<file path="src/logic/nvm_pkg.sv">
// Package: constants, types and state encoding for the nonvolatile access controller
package nvm_pkg;
    localparam int DATA_W      = 8;                // Byte lane width
    localparam int PROG_W      = 14;               // Program word width
    localparam int PADDR_W     = 13;               // Program word address width
    localparam int DADDR_W     = 8;                // Data byte address width
    localparam int KEY_W       = 8;                // Unlock key width
    localparam logic [7:0] KEY_FIRST  = 8'h55;     // First unlock key
    localparam logic [7:0] KEY_SECOND = 8'haa;     // Second unlock key
    localparam logic [7:0] ZERO_BYTE  = 8'h00;     // Read value of holes and unlock reg
    localparam int CLK_MHZ     = 50;               // Core clock rate
    localparam int WRITE_US    = 4;                // Self-timed write/erase time
    localparam int WRITE_CYC   = WRITE_US * CLK_MHZ; // Write/erase cycles
    localparam int READ_CYC    = 2;                // Read latency cycles
    localparam int CNT_W       = 16;               // Timer width
    localparam int BLK_ERASE   = 32;               // Words per erase block
    localparam int BLK_WRITE   = 4;                // Words per write block

    // Controller states
    typedef enum logic [1:0] {
        ST_IDLE  = 2'b00,
        ST_READ  = 2'b01,
        ST_WRITE = 2'b10
    } nvm_state_e;

    // Unlock sequence progress
    typedef enum logic [1:0] {
        UL_NONE  = 2'b00,
        UL_ONE   = 2'b01,
        UL_OPEN  = 2'b10
    } unlock_e;

    // Software write strobes, grouped
    typedef struct packed {
        logic                 addr_low_we;
        logic                 addr_high_we;
        logic                 data_low_we;
        logic                 data_high_we;
        logic                 unlock_we;
        logic                 ctrl_we;
        logic [DATA_W-1:0]    wdata;
    } sw_write_s;

    // Control byte fields
    typedef struct packed {
        logic program_space_select;
        logic write_allow;
        logic erase_select;
        logic write_go;
        logic read_go;
    } ctrl_fields_s;
endpackage

</file>
<file path="src/logic/nvm_self_access_controller.sv">
// Nonvolatile self-access controller: data EEPROM and program flash sequencing
//
// Summary of operation
// - Data access uses low data/low address
// - Small variant data 80h-FFh reads 00h
// - Write to unimplemented byte: pump off
// - Program access uses 14-bit data, 13-bit address
// - Program address wraps above implemented range
// - Byte write erases then programs automatically
// - Word reads; 32-word erase, 4-word writes
// - Internal timer times writes; internal pump
// - Code protection keeps core access; block protect
// - Code protection refuses external programmer access
// - Upper address bits beyond 13 are stored but unused
// - Space select resets to data memory
// - Read/write triggers set-only, hardware cleared
// - Writes only while write-allow set
// - Interrupted write sets abort flag, keeps regs
// - Write-done flag set by hardware, software clears
// - Unlock register stores nothing, reads zero
`timescale 1ns/10ps
`default_nettype none
module nvm_self_access_controller
    import nvm_pkg::*;
#(
    parameter int DATA_BYTES  = 128,               // 128 or 256 data bytes
    parameter int PROG_WORDS  = 1024,              // 1024 or 2048 program words
    parameter int WRITE_TICKS = nvm_pkg::WRITE_CYC // Shortenable write time
) (
    input  wire logic                      clk_i,
    input  wire logic                      srst_i,
    input  wire logic                      ext_reset_i,       // Pin or watchdog reset
    input  wire nvm_pkg::sw_write_s        sw_i,
    input  wire logic                      flag_clear_i,      // Software clears done flag
    input  wire logic                      abort_clear_i,     // Software clears abort flag
    input  wire logic                      code_protect_i,
    input  wire logic [7:0]                block_protect_i,   // One bit per 256-word region
    input  wire logic                      prog_access_i,     // External programmer request
    input  wire logic [nvm_pkg::PROG_W-1:0] prog_rdata_i,     // Program array read word
    input  wire logic [nvm_pkg::DATA_W-1:0] data_rdata_i,     // Data array read byte
    output logic [nvm_pkg::DATA_W-1:0]     nvm_data_low_o,
    output logic [nvm_pkg::DATA_W-1:0]     nvm_data_high_o,
    output logic [nvm_pkg::DATA_W-1:0]     nvm_addr_low_o,
    output logic [nvm_pkg::DATA_W-1:0]     nvm_addr_high_o,
    output logic [nvm_pkg::DATA_W-1:0]     nvm_control_o,
    output logic [nvm_pkg::DATA_W-1:0]     nvm_unlock_o,
    output logic                           write_done_flag_o,
    output logic                           write_abort_flag_o,
    output logic                           pump_on_o,         // Charge pump enable
    output logic                           array_rd_o,        // Array read strobe level
    output logic                           prog_grant_o       // External programmer allowed
);
    import nvm_pkg::*;

    ////////////////////////////////////////////////////////////////////////////
    // State
    typedef struct packed {
        nvm_state_e             st;
        unlock_e                ul;
        logic [CNT_W-1:0]       cnt;
        logic [DATA_W-1:0]      dlo;
        logic [DATA_W-1:0]      dhi;
        logic [DATA_W-1:0]      alo;
        logic [DATA_W-1:0]      ahi;
        ctrl_fields_s           ctl;
        logic                   done;
        logic                   abort;
        logic                   pump;
        logic                   rd;
        logic                   grant;
    } state_s;

    state_s s_q;   // Registered state
    state_s s_d;   // Next state

    localparam logic [CNT_W-1:0] WR_LAST = CNT_W'(WRITE_TICKS - 1); // Timer end
    localparam logic [CNT_W-1:0] RD_LAST = CNT_W'(READ_CYC - 1);    // Read end

    // Implemented data location check
    function automatic logic data_hit(input logic [DATA_W-1:0] a);
        data_hit = (int'(a) < DATA_BYTES);
    endfunction

    // Program word address, wrapped to the implemented size
    function automatic logic [PADDR_W-1:0] prog_addr(input logic [DATA_W-1:0] hi,
                                                     input logic [DATA_W-1:0] lo);
        logic [PADDR_W-1:0] full;
        full = {hi[PADDR_W-DATA_W-1:0], lo};
        prog_addr = full & PADDR_W'(PROG_WORDS - 1);
    endfunction

    logic [PADDR_W-1:0] paddr;      // Current program address
    logic               wr_allowed; // Block protection lets this write through
    assign paddr = prog_addr(s_q.ahi, s_q.alo);
    // Region index is taken after the wrap, so an alias above the array
    // is guarded by the region that it really lands in
    assign wr_allowed = !s_q.ctl.program_space_select
                        || !block_protect_i[paddr[DATA_W+2:DATA_W] & 3'(PROG_WORDS/256 - 1)];

    ////////////////////////////////////////////////////////////////////////////
    // Next-state logic
    always_comb begin
        s_d = s_q;
        s_d.rd = 1'b0;
        // Core always keeps its own access; external programmer blocked under code protection
        s_d.grant = !code_protect_i && prog_access_i;
        // Address and data registers
        if (sw_i.addr_low_we && s_q.st != ST_WRITE) begin
            s_d.alo = sw_i.wdata;
        end
        if (sw_i.addr_high_we && s_q.st != ST_WRITE) begin
            s_d.ahi = sw_i.wdata;
        end
        if (sw_i.data_low_we && s_q.st != ST_WRITE) begin
            s_d.dlo = sw_i.wdata;
        end
        if (sw_i.data_high_we && s_q.st != ST_WRITE) begin
            s_d.dhi = sw_i.wdata & 8'h3f;
        end
        // Unlock sequence: any other write breaks it
        if (sw_i.unlock_we) begin
            if (sw_i.wdata == KEY_FIRST) begin
                s_d.ul = UL_ONE;
            end else if (sw_i.wdata == KEY_SECOND && s_q.ul == UL_ONE) begin
                s_d.ul = UL_OPEN;
            end else begin
                s_d.ul = UL_NONE;
            end
        end else if (sw_i.addr_low_we || sw_i.addr_high_we || sw_i.data_low_we
                     || sw_i.data_high_we) begin
            s_d.ul = UL_NONE;
        end
        // Control writes: triggers are set-only
        if (sw_i.ctrl_we) begin
            s_d.ul = UL_NONE;
            if (s_q.st == ST_IDLE) begin
                s_d.ctl.program_space_select = sw_i.wdata[7];
                s_d.ctl.erase_select = sw_i.wdata[4];
            end
            s_d.ctl.write_allow = sw_i.wdata[2];
            if (s_q.st == ST_IDLE && sw_i.wdata[0]) begin
                s_d.ctl.read_go = 1'b1;
                s_d.st = ST_READ;
                s_d.cnt = '0;
            end else if (s_q.st == ST_IDLE && sw_i.wdata[1] && sw_i.wdata[2]
                         && s_q.ctl.write_allow && s_q.ul == UL_OPEN) begin
                s_d.ctl.write_go = 1'b1;
                s_d.st = ST_WRITE;
                s_d.cnt = '0;
            end
        end
        // Sticky flags: set wins over clear
        if (flag_clear_i) begin
            s_d.done = 1'b0;
        end
        if (abort_clear_i) begin
            s_d.abort = 1'b0;
        end
        case (s_q.st)
            ST_IDLE: begin
                s_d.pump = 1'b0;
            end
            ST_READ: begin
                s_d.rd = 1'b1;
                s_d.cnt = s_q.cnt + 1'b1;
                if (s_q.cnt == RD_LAST) begin
                    // Load byte or word, then release trigger
                    if (s_q.ctl.program_space_select) begin
                        s_d.dlo = prog_rdata_i[DATA_W-1:0];
                        s_d.dhi = {2'b00, prog_rdata_i[PROG_W-1:DATA_W]};
                    end else if (data_hit(s_q.alo)) begin
                        s_d.dlo = data_rdata_i;
                    end else begin
                        s_d.dlo = ZERO_BYTE;
                    end
                    s_d.ctl.read_go = 1'b0;
                    s_d.rd = 1'b0;
                    s_d.st = ST_IDLE;
                end
            end
            ST_WRITE: begin
                // Self-timed; pump only for real, permitted locations
                s_d.pump = (s_q.ctl.program_space_select || data_hit(s_q.alo))
                           && wr_allowed;
                s_d.cnt = s_q.cnt + 1'b1;
                if (s_q.cnt == WR_LAST) begin
                    s_d.ctl.write_go = 1'b0;
                    s_d.done = 1'b1;
                    s_d.pump = 1'b0;
                    s_d.st = ST_IDLE;
                end
            end
            default: begin
                s_d.st = ST_IDLE;
            end
        endcase
        // Pin/watchdog reset mid-write: abort, keep address and data
        if (ext_reset_i) begin
            if (s_q.st == ST_WRITE) begin
                s_d.abort = 1'b1;
            end
            s_d.st = ST_IDLE;
            s_d.ul = UL_NONE;
            s_d.pump = 1'b0;
            s_d.rd = 1'b0;
            s_d.ctl = '0;
        end
    end

    ////////////////////////////////////////////////////////////////////////////
    // State register; power-on reset clears write-allow
    always_ff @(posedge clk_i) begin
        if (srst_i) begin
            s_q <= '0;
        end else begin
            s_q <= s_d;
        end
    end

    ////////////////////////////////////////////////////////////////////////////
    // Outputs straight from the state register, except the constant unlock byte
    assign nvm_data_low_o     = s_q.dlo;
    assign nvm_data_high_o    = s_q.dhi;
    assign nvm_addr_low_o     = s_q.alo;
    assign nvm_addr_high_o    = s_q.ahi;
    assign nvm_control_o      = {s_q.ctl.program_space_select, 2'b00, s_q.ctl.erase_select,
                                 s_q.abort, s_q.ctl.write_allow, s_q.ctl.write_go,
                                 s_q.ctl.read_go};
    assign nvm_unlock_o       = ZERO_BYTE;
    assign write_done_flag_o  = s_q.done;
    assign write_abort_flag_o = s_q.abort;
    assign pump_on_o          = s_q.pump;
    assign array_rd_o         = s_q.rd;
    assign prog_grant_o       = s_q.grant;

    ////////////////////////////////////////////////////////////////////////////
    // Checks
    chk_read_clears: assert property (@(posedge clk_i) disable iff (srst_i || ext_reset_i)
        $rose(s_q.ctl.read_go) |-> ##[1:3] !s_q.ctl.read_go)
        else $error("read trigger not cleared in time");
    chk_write_lock: assert property (@(posedge clk_i) disable iff (srst_i)
        $rose(s_q.ctl.write_go) |-> $past(s_q.ul) == UL_OPEN)
        else $error("write started without unlock");
    chk_write_allow: assert property (@(posedge clk_i) disable iff (srst_i)
        $rose(s_q.ctl.write_go) |-> s_q.ctl.write_allow && $past(s_q.ctl.write_allow))
        else $error("write started without allow");
    chk_done_set: assert property (@(posedge clk_i) disable iff (srst_i || ext_reset_i)
        $fell(s_q.ctl.write_go) && !$past(ext_reset_i) |-> s_q.done)
        else $error("done flag not set");
    chk_hole_zero: assert property (@(posedge clk_i) disable iff (srst_i)
        $fell(s_q.ctl.read_go) && !s_q.ctl.program_space_select && !data_hit(s_q.alo)
        && !$past(ext_reset_i) |-> s_q.dlo == ZERO_BYTE)
        else $error("hole did not read zero");
    chk_pump_hole: assert property (@(posedge clk_i) disable iff (srst_i)
        s_q.st == ST_WRITE && !s_q.ctl.program_space_select && !data_hit(s_q.alo)
        |=> !s_q.pump)
        else $error("pump on for hole");
    chk_abort_set: assert property (@(posedge clk_i) disable iff (srst_i)
        s_q.st == ST_WRITE && ext_reset_i |=> s_q.abort && s_q.st == ST_IDLE)
        else $error("abort flag not set");
    chk_grant_prot: assert property (@(posedge clk_i) disable iff (srst_i)
        code_protect_i |=> !s_q.grant)
        else $error("programmer granted under protection");
    chk_unlock_zero: assert property (@(posedge clk_i) disable iff (srst_i)
        sw_i.unlock_we |=> nvm_unlock_o == ZERO_BYTE)
        else $error("unlock register not zero");
    // Registers hold still while a write runs, and through an abort of it
    chk_regs_hold: assert property (@(posedge clk_i) disable iff (srst_i)
        s_q.st == ST_WRITE |=> $stable(s_q.alo) && $stable(s_q.ahi)
                               && $stable(s_q.dlo) && $stable(s_q.dhi))
        else $error("address or data changed during write");
    // Sticky flags stay up until software clears them
    chk_done_sticky: assert property (@(posedge clk_i) disable iff (srst_i)
        s_q.done && !flag_clear_i |=> s_q.done)
        else $error("done flag dropped without clear");
    chk_abort_sticky: assert property (@(posedge clk_i) disable iff (srst_i)
        s_q.abort && !abort_clear_i |=> s_q.abort)
        else $error("abort flag dropped without clear");
    // Pump runs only under a live write trigger
    chk_pump_write: assert property (@(posedge clk_i) disable iff (srst_i)
        s_q.pump |-> s_q.ctl.write_go && s_q.st == ST_WRITE)
        else $error("pump on outside a write");
    // Self timer never runs past its end count
    chk_write_time: assert property (@(posedge clk_i) disable iff (srst_i)
        s_q.st == ST_WRITE |-> s_q.cnt <= WR_LAST)
        else $error("write timer overran");
    // Read data lands from the array in the final read cycle
    chk_read_data: assert property (@(posedge clk_i) disable iff (srst_i)
        s_q.st == ST_READ && s_q.cnt == RD_LAST && !ext_reset_i
        && !s_q.ctl.program_space_select && data_hit(s_q.alo)
        |=> s_q.dlo == $past(data_rdata_i))
        else $error("data byte not loaded");
    chk_prog_word: assert property (@(posedge clk_i) disable iff (srst_i)
        s_q.st == ST_READ && s_q.cnt == RD_LAST && !ext_reset_i
        && s_q.ctl.program_space_select
        |=> {s_q.dhi[PROG_W-DATA_W-1:0], s_q.dlo} == $past(prog_rdata_i))
        else $error("program word not loaded");
    // Upper data byte never shows bits above the word
    chk_high_mask: assert property (@(posedge clk_i) disable iff (srst_i)
        s_q.dhi[DATA_W-1:PROG_W-DATA_W] == '0)
        else $error("high data byte carries stray bits");
    // Reset leaves data space selected and writes disallowed
    chk_reset_state: assert property (@(posedge clk_i) disable iff (srst_i)
        $past(srst_i) |-> !s_q.ctl.program_space_select && !s_q.ctl.write_allow)
        else $error("control not cleared by reset");
    cov_read: cover property (@(posedge clk_i) $fell(s_q.ctl.read_go));
    cov_write: cover property (@(posedge clk_i) $fell(s_q.ctl.write_go) && s_q.done);
    cov_abort: cover property (@(posedge clk_i) $rose(s_q.abort));
    cov_prog_read: cover property (@(posedge clk_i)
        $fell(s_q.ctl.read_go) && s_q.ctl.program_space_select);
endmodule
`default_nettype wire

</file>
<file path="config.mk">
export PLATFORM = sky130hd
export DESIGN_NAME = nvm_self_access_controller
export DESIGN_NICKNAME = d
export VERILOG_FILES = /design/src/logic/nvm_pkg.sv /design/src/logic/nvm_self_access_controller.sv
export SDC_FILE = /design/constraint.sdc
export NUM_CORES = 1
export LEC_CHECK = 0
export ABC_AREA = 1
export BUFFER_PORTS_ARGS = -buffer_cell sky130_fd_sc_hd__buf_4
export CORE_ASPECT_RATIO = 0.75
export CORE_MARGIN = 5
export CORE_UTILIZATION = 40
export CTS_CLUSTER_SIZE = 20
export DETAILED_ROUTE_END_ITERATION = 7
export PLACE_DENSITY_LB_ADDON = 0.12
export RECOVER_POWER = 25
export SYNTH_ARGS = -nofsm -noshare
export SYNTH_HDL_FRONTEND = slang
export SYNTH_SLANG_ARGS = --single-unit
</file>
<file path="constraint.sdc">
create_clock -name clk_i -period 2.1 [get_ports clk_i]
set_input_delay 0.42 -clock clk_i [delete_from_list [all_inputs] [get_ports clk_i]]
set_output_delay 0.42 -clock clk_i [all_outputs]
set_load 0.05 [all_outputs]
</file>
; Yosys cells after proc, flatten, opt, wreduce, memory -nomap -nowiden
; Cells that the tools add are included.
[classes]
add_sub_neg = 1
bitwise = 1
mux = 40
magnitude_cmp = 2
reduce_logical = 31
eq_ne = 9
[ops]
columns = operator, n
row1 = 16-bit two-way mux, 5
row2 = 8-bit two-way mux, 5
row3 = 20-bit two-way mux, 1
row4 = 2-bit two-way mux, 9
row5 = 16-bit by 1-bit adder with 16-bit output (second input constant), 1
row6 = 16-bit by 1-bit equality test with 1-bit output (second input constant), 1
row7 = 16-bit by 8-bit equality test with 1-bit output (second input constant), 1
row8 = 1-bit two-way mux, 16
row9 = 1-bit logical AND, 12
row10 = 8-bit by 7-bit equality test with 1-bit output (second input constant), 1
row11 = 8-bit equality test (second input constant), 1
row12 = 8-bit less-than comparator (second input constant), 1
row13 = 2-bit one-hot mux with 3 select lines, 1
row14 = 2-bit nonzero test, 3
row15 = 3-bit OR reduction, 2
row16 = 1-bit logical OR, 5
row17 = 2-bit by 1-bit equality test with 1-bit output (second input constant), 2
row18 = 2-bit equality test (second input constant), 2
row19 = 2-bit by 4-bit less-than comparator with 1-bit output (second input constant), 1
row20 = 2-bit AND reduction, 2
row21 = 2-bit OR reduction, 2
row22 = 1-bit zero test, 3
row23 = 3-bit two-way mux, 1
row24 = 3-bit nonzero test, 1
row25 = other kinds (5), 5
[totals]
out_inout_bits = 53
in_bits = 51
register_bits = 62
wordCells = 101

; Longest topological paths before layout
[logic_depth]
ltp_word = 10
ltp_mapped = 11
depth_no_buf = 11

; Worst setup path before layout
; OpenSTA, ideal clock, no wires.
[synth_path]
kind = reg-to-reg
startpoint = register s_q[60] (netlist bit)
endpoint = register s_q (netlist bit nvm_data_low_o[1])
path_stages_with_launch = 11
t_arrival_ps = 1455
slack_ps = 575
t_required_ps = 2029
n_path_buf = 1
period_less_slack_ps = 1525
setup_time_ps = 71
path_cell_list = dfxtp_1 > inv_1 > ha_1 > inv_2 > nand2_1 > buf_6 > o21ai_0 > nand2_1 > nand2_1 > nand2_1 > a21oi_1
[synth_via]
elab_chain_len = 5
word_cells_on_any_way = 6
classes_between = eq/ne: 2 / mux: 3 / reduce/logical: 1
[synth_rtl]
columns = item, line_no
row1 = start: declaration, nvm_self_access_controller.sv:73  ; state_s s_q;
row2 = start signal: assignment, nvm_self_access_controller.sv:214  ; s_q <= '0;
row3 = start signal: assignment, nvm_self_access_controller.sv:216  ; s_q <= s_d;
row4 = 2-bit != test, nvm_self_access_controller.sv:114  ; if (sw_i.data_low_we && s_q.st != ST_WRITE) begin
row5 = 1-bit logical AND, nvm_self_access_controller.sv:114
row6 = 8-bit two-way mux, nvm_self_access_controller.sv:114
row7 = 16-bit two-way mux, nvm_self_access_controller.sv:166  ; if (s_q.cnt == RD_LAST) begin
row8 = 16-bit two-way mux (*), nvm_self_access_controller.sv:159  ; case (s_q.st)
; Mark *: on every way between the ends. The rest lies on a longest branch, timed or not.
; A chain may end at the register's enable or synchronous reset.

; Worst setup path after layout
[layout_path]
startpoint = register s_q[60] (netlist bit)
endpoint = register s_q (netlist bit nvm_data_low_o[3])
; The elaborated chain is that of the path after synthesis.

==> metrics <==
antenna violations before repair 0; Setup crit start kind register; Comb power frac 16.7%; RSZ-0062 raised after global routing no; FF+latch count, synth 62; Synth cell types 28; Die Wd 119 um; CP Data Arrival Time roughly 2.1 ns; Rel. slew slack around a third; Crit. End Element register; CP Data Required Time ~2.4 ns; DP HPWL between 7000 and 8000 um; critical path's slowest cell dfxtp_1; First-pass DRT Iterations 5; Die Height between 90 and 100 um; DRT iter0 DRCs 293; number of max-cap violations 0; Post-DRT Antenna Nets 0; Synthesis Warnings 0; Least-Margin Pin Slew 0.985 ns; Sw Ratio between 30 and 40%; met1 usage in global routing about a quarter; Clock Tree Root clkbuf_16; hold_sp code_protect_i; Pwr Density 749 nW/um2; first-pass GRT wire length around 16000 um; std cell rows 29; CP Cell Sequence inv_1 > ha_1 > inv_2 > nand2_1 > o21ai_0 > nand2_1 > nand2_1 > nand2_1 > a21oi_1; hold path endpoint prog_grant_o; latest clock arrival within the worst-skew pair 0.33 ns; P&R area growth vs syn 18.7%; critical path class register to register; Hold Vio Cnt, Final 0; CP max FO 15; Clock Skew ~0.012 ns; reg2reg start s_q[60]; peak per-stage delay on the critical path around 0.36 ns; Final #Nets approximately 650; CTS tree yes; pre-CTS setup slack just under 0.3 ns; Setup Buffers After CTS 0; share of layout cells above drive strength 1 17.4%; worst hold stages 2; gr usage total a little under a fifth; Worst Hold Class input pin to register; min Tclk post-route between 1.5 and 2 ns; final worst slack 0.228 ns; via/cell ratio ~5; I/O pin count 104; die area between 10000 and 15000 um2; pin count of the biggest net entering global routing 32; Post-Synthesis Cells approximately 530; Placed Instance Area slightly above 4000 um2; clk buf depth 2; Cell Int Power 0.00219 W; Post-CTS Hold Fix Bufs 0; vias in the first global route 3166; Initial Util between 40% and 50%; CP Depth 9; most used routing layer met2; average wire per standard cell 14.1 um; most used cell, CP nand2_1; CTS resizes 0; # setup viols final 0; Avg Synthesized Cell Area ~6.7 um2; met2 GRT Util about 27%; RD Place Congestion a little over 0.9; Final Max Tran Viols 0; GRT overflow 0; switching pwr slightly below 0.001 W; Vias 3455; Netlist Area Pre-Place approximately 3600 um2; clk sinks slightly above 60; H-tree depth 3; post-synthesis sequential area ratio a little over a third; IO Port Bufs between 80 and 90; DRT Wirelength between 9000 and 10000 um; Residual DRC 0; Non-Filler Instances just over 700; cell family with most CP delay simple AND/OR/NAND/NOR gates; clock transition at the registers of the reported paths about 0.06 ns; final setup TNS 0 ns; Num CTS Buffers 9; Placed Instances roughly 700; CP Buf/Inv Count 2; ANT cells 0; fin util between 40% and 50%; Worst R2R Setup Slack about 0.23 ns; R2R depth 9; leakage between 1.5 and 2 nW; fin area 4220 um2; Clk network pwr share 43.8%; core box area approximately 8600 um2; f_max roughly 530 MHz; status complete, no violations; fillers 898; Flop pwr share 39.6%; met3 Use GR 6.64%; Final period util approximately nine tenths; Max VDD drop 0.444 mV; worst flop-to-flop path endpoint nvm_data_low_o[3]
==> stage by stage <==
step                total power (W)  hold WS, ns
finish                      0.00316        0.246
global route                0.00329        0.235
CTS                         0.00321        0.238
detailed placement          0.00182        0.445
global placement            0.00181        0.438
floorplan                   0.00169        0.424
==> power groups by stage <==
stage          registers (W)  logic (W)  clock network (W)
2_1_floorplan        0.00127   0.000420                  0
3_5_place_dp         0.00128   0.000544                  0
5_1_grt              0.00125   0.000569            0.00147
6_report             0.00125   0.000527            0.00138
4_1_cts              0.00125   0.000546            0.00141
3_3_place_gp         0.00128   0.000539                  0
==> area by class of cell <==
| cell class | count | area (um2) | share of cell area, % |
|---|---|---|---|
| Multi-Input combinational cell | 360 | 1670 | 39.6 |
| Sequential cell | 62 | 1240 | 29.4 |
| Timing Repair Buffer | 100 | 673 | 16.0 |
| Clock buffer | 9 | 225 | 5.34 |
| Inverter | 58 | 218 | 5.16 |
| Tap cell | 108 | 135 | 3.20 |
| Clock inverter | 7 | 56.3 | 1.33 |
==> cell usage after synthesis <==
library cell | instances | area [um2]
nand2_2 | 2 | 12.5
dfxtp_1 | 62 | 1240
nand3b_1 | 2 | 15.0
o21ai_0 | 46 | 230
a22o_1 | 2 | 17.5
or2_2 | 1 | 6.26
nor3_1 | 6 | 30.0
inv_2 | 1 | 3.75
nand4_4 | 1 | 21.3
nor2_2 | 4 | 25.0
clkbuf_1 | 6 | 22.5
buf_2 | 4 | 20.0
o22ai_1 | 2 | 12.5
conb_1 | 1 | 3.75
nor2_1 | 48 | 180
nor4_1 | 3 | 18.8
buf_6 | 3 | 33.8
buf_4 | 49 | 368
clkbuf_8 | 1 | 13.8
inv_1 | 57 | 214
a211oi_1 | 1 | 7.51
o211ai_1 | 3 | 22.5
ha_1 | 6 | 75.1
nand3_1 | 38 | 190
nor2_4 | 2 | 22.5
nand4_1 | 1 | 6.26
a21oi_1 | 45 | 225
nand2_1 | 137 | 514
==> flip-flops by register name, indices dropped and copies added (netlist names) <==
register,count
s_q,20
nvm_addr_low_o,8
nvm_data_high_o,8
nvm_data_low_o,8
pump_on_o,1
write_done_flag_o,1
array_rd_o,1
nvm_addr_high_o,8
nvm_control_o,5
write_abort_flag_o,1
prog_grant_o,1
==> routing by layer <==
metal,routed length [um],share of wire [%],vias to the layer above
li1,-,-,1768
met1,4590,46,1522
met2,4180,42,150
met3,1010,10,15
met4,138,1.4,0
met5,0,0,-
==> cells by family (layout without fill, tap and decap cells) <==
| kind of cell | after synthesis | after routing | share of synthesized area [%] |
|---|---|---|---|
| other | 1 | 10 | 0.106 |
| adders and majority gates | 6 | 6 | 2.11 |
| DFF | 62 | 62 | 34.9 |
| AOI/OAI and AO/OA | 99 | 99 | 14.5 |
| and+or+nand+nor | 245 | 245 | 29.3 |
| buffers and inverters | 121 | 174 | 19.0 |
==> worst max path at each step <==
stage / from / to
after global placement: s_q[60] / nvm_data_low_o[1]
after CTS: s_q[60] / nvm_data_low_o[3]
after floorplan: s_q[60] / nvm_data_low_o[1]
after detailed placement: s_q[60] / nvm_data_low_o[3]
final: s_q[60] / nvm_data_low_o[3]
after global routing: srst_i / nvm_addr_high_o[0]
==> placed cells by master, fill, tap and decap left out <==
| cell type | instances |
|---|---|
| clkinvlp_4 | 1 |
| buf_4 | 76 |
| inv_6 | 3 |
| a21oi_1 | 45 |
| or2_2 | 1 |
| inv_1 | 57 |
| nand3b_1 | 2 |
| nand2_2 | 2 |
| clkbuf_16 | 9 |
| nand3_1 | 38 |
| nor2_2 | 4 |
| nor2_4 | 2 |
| clkinv_4 | 2 |
| o21ai_1 | 2 |
| ha_1 | 6 |
| nor3_1 | 6 |
| inv_2 | 1 |
| clkbuf_1 | 22 |
| clkbuf_4 | 1 |
| nand4_4 | 1 |
| o211ai_1 | 3 |
| dfxtp_1 | 62 |
| nand4_1 | 1 |
| clkinv_2 | 1 |
| o21ai_0 | 44 |
| nor2_1 | 48 |
| dlymetal6s2s_1 | 1 |
| nand2_1 | 137 |
| a22o_1 | 2 |
| nor4_1 | 3 |
| conb_1 | 10 |
| o22ai_1 | 2 |
| a211oi_1 | 1 |
Note: power is estimated with default switching activity, not from simulation.
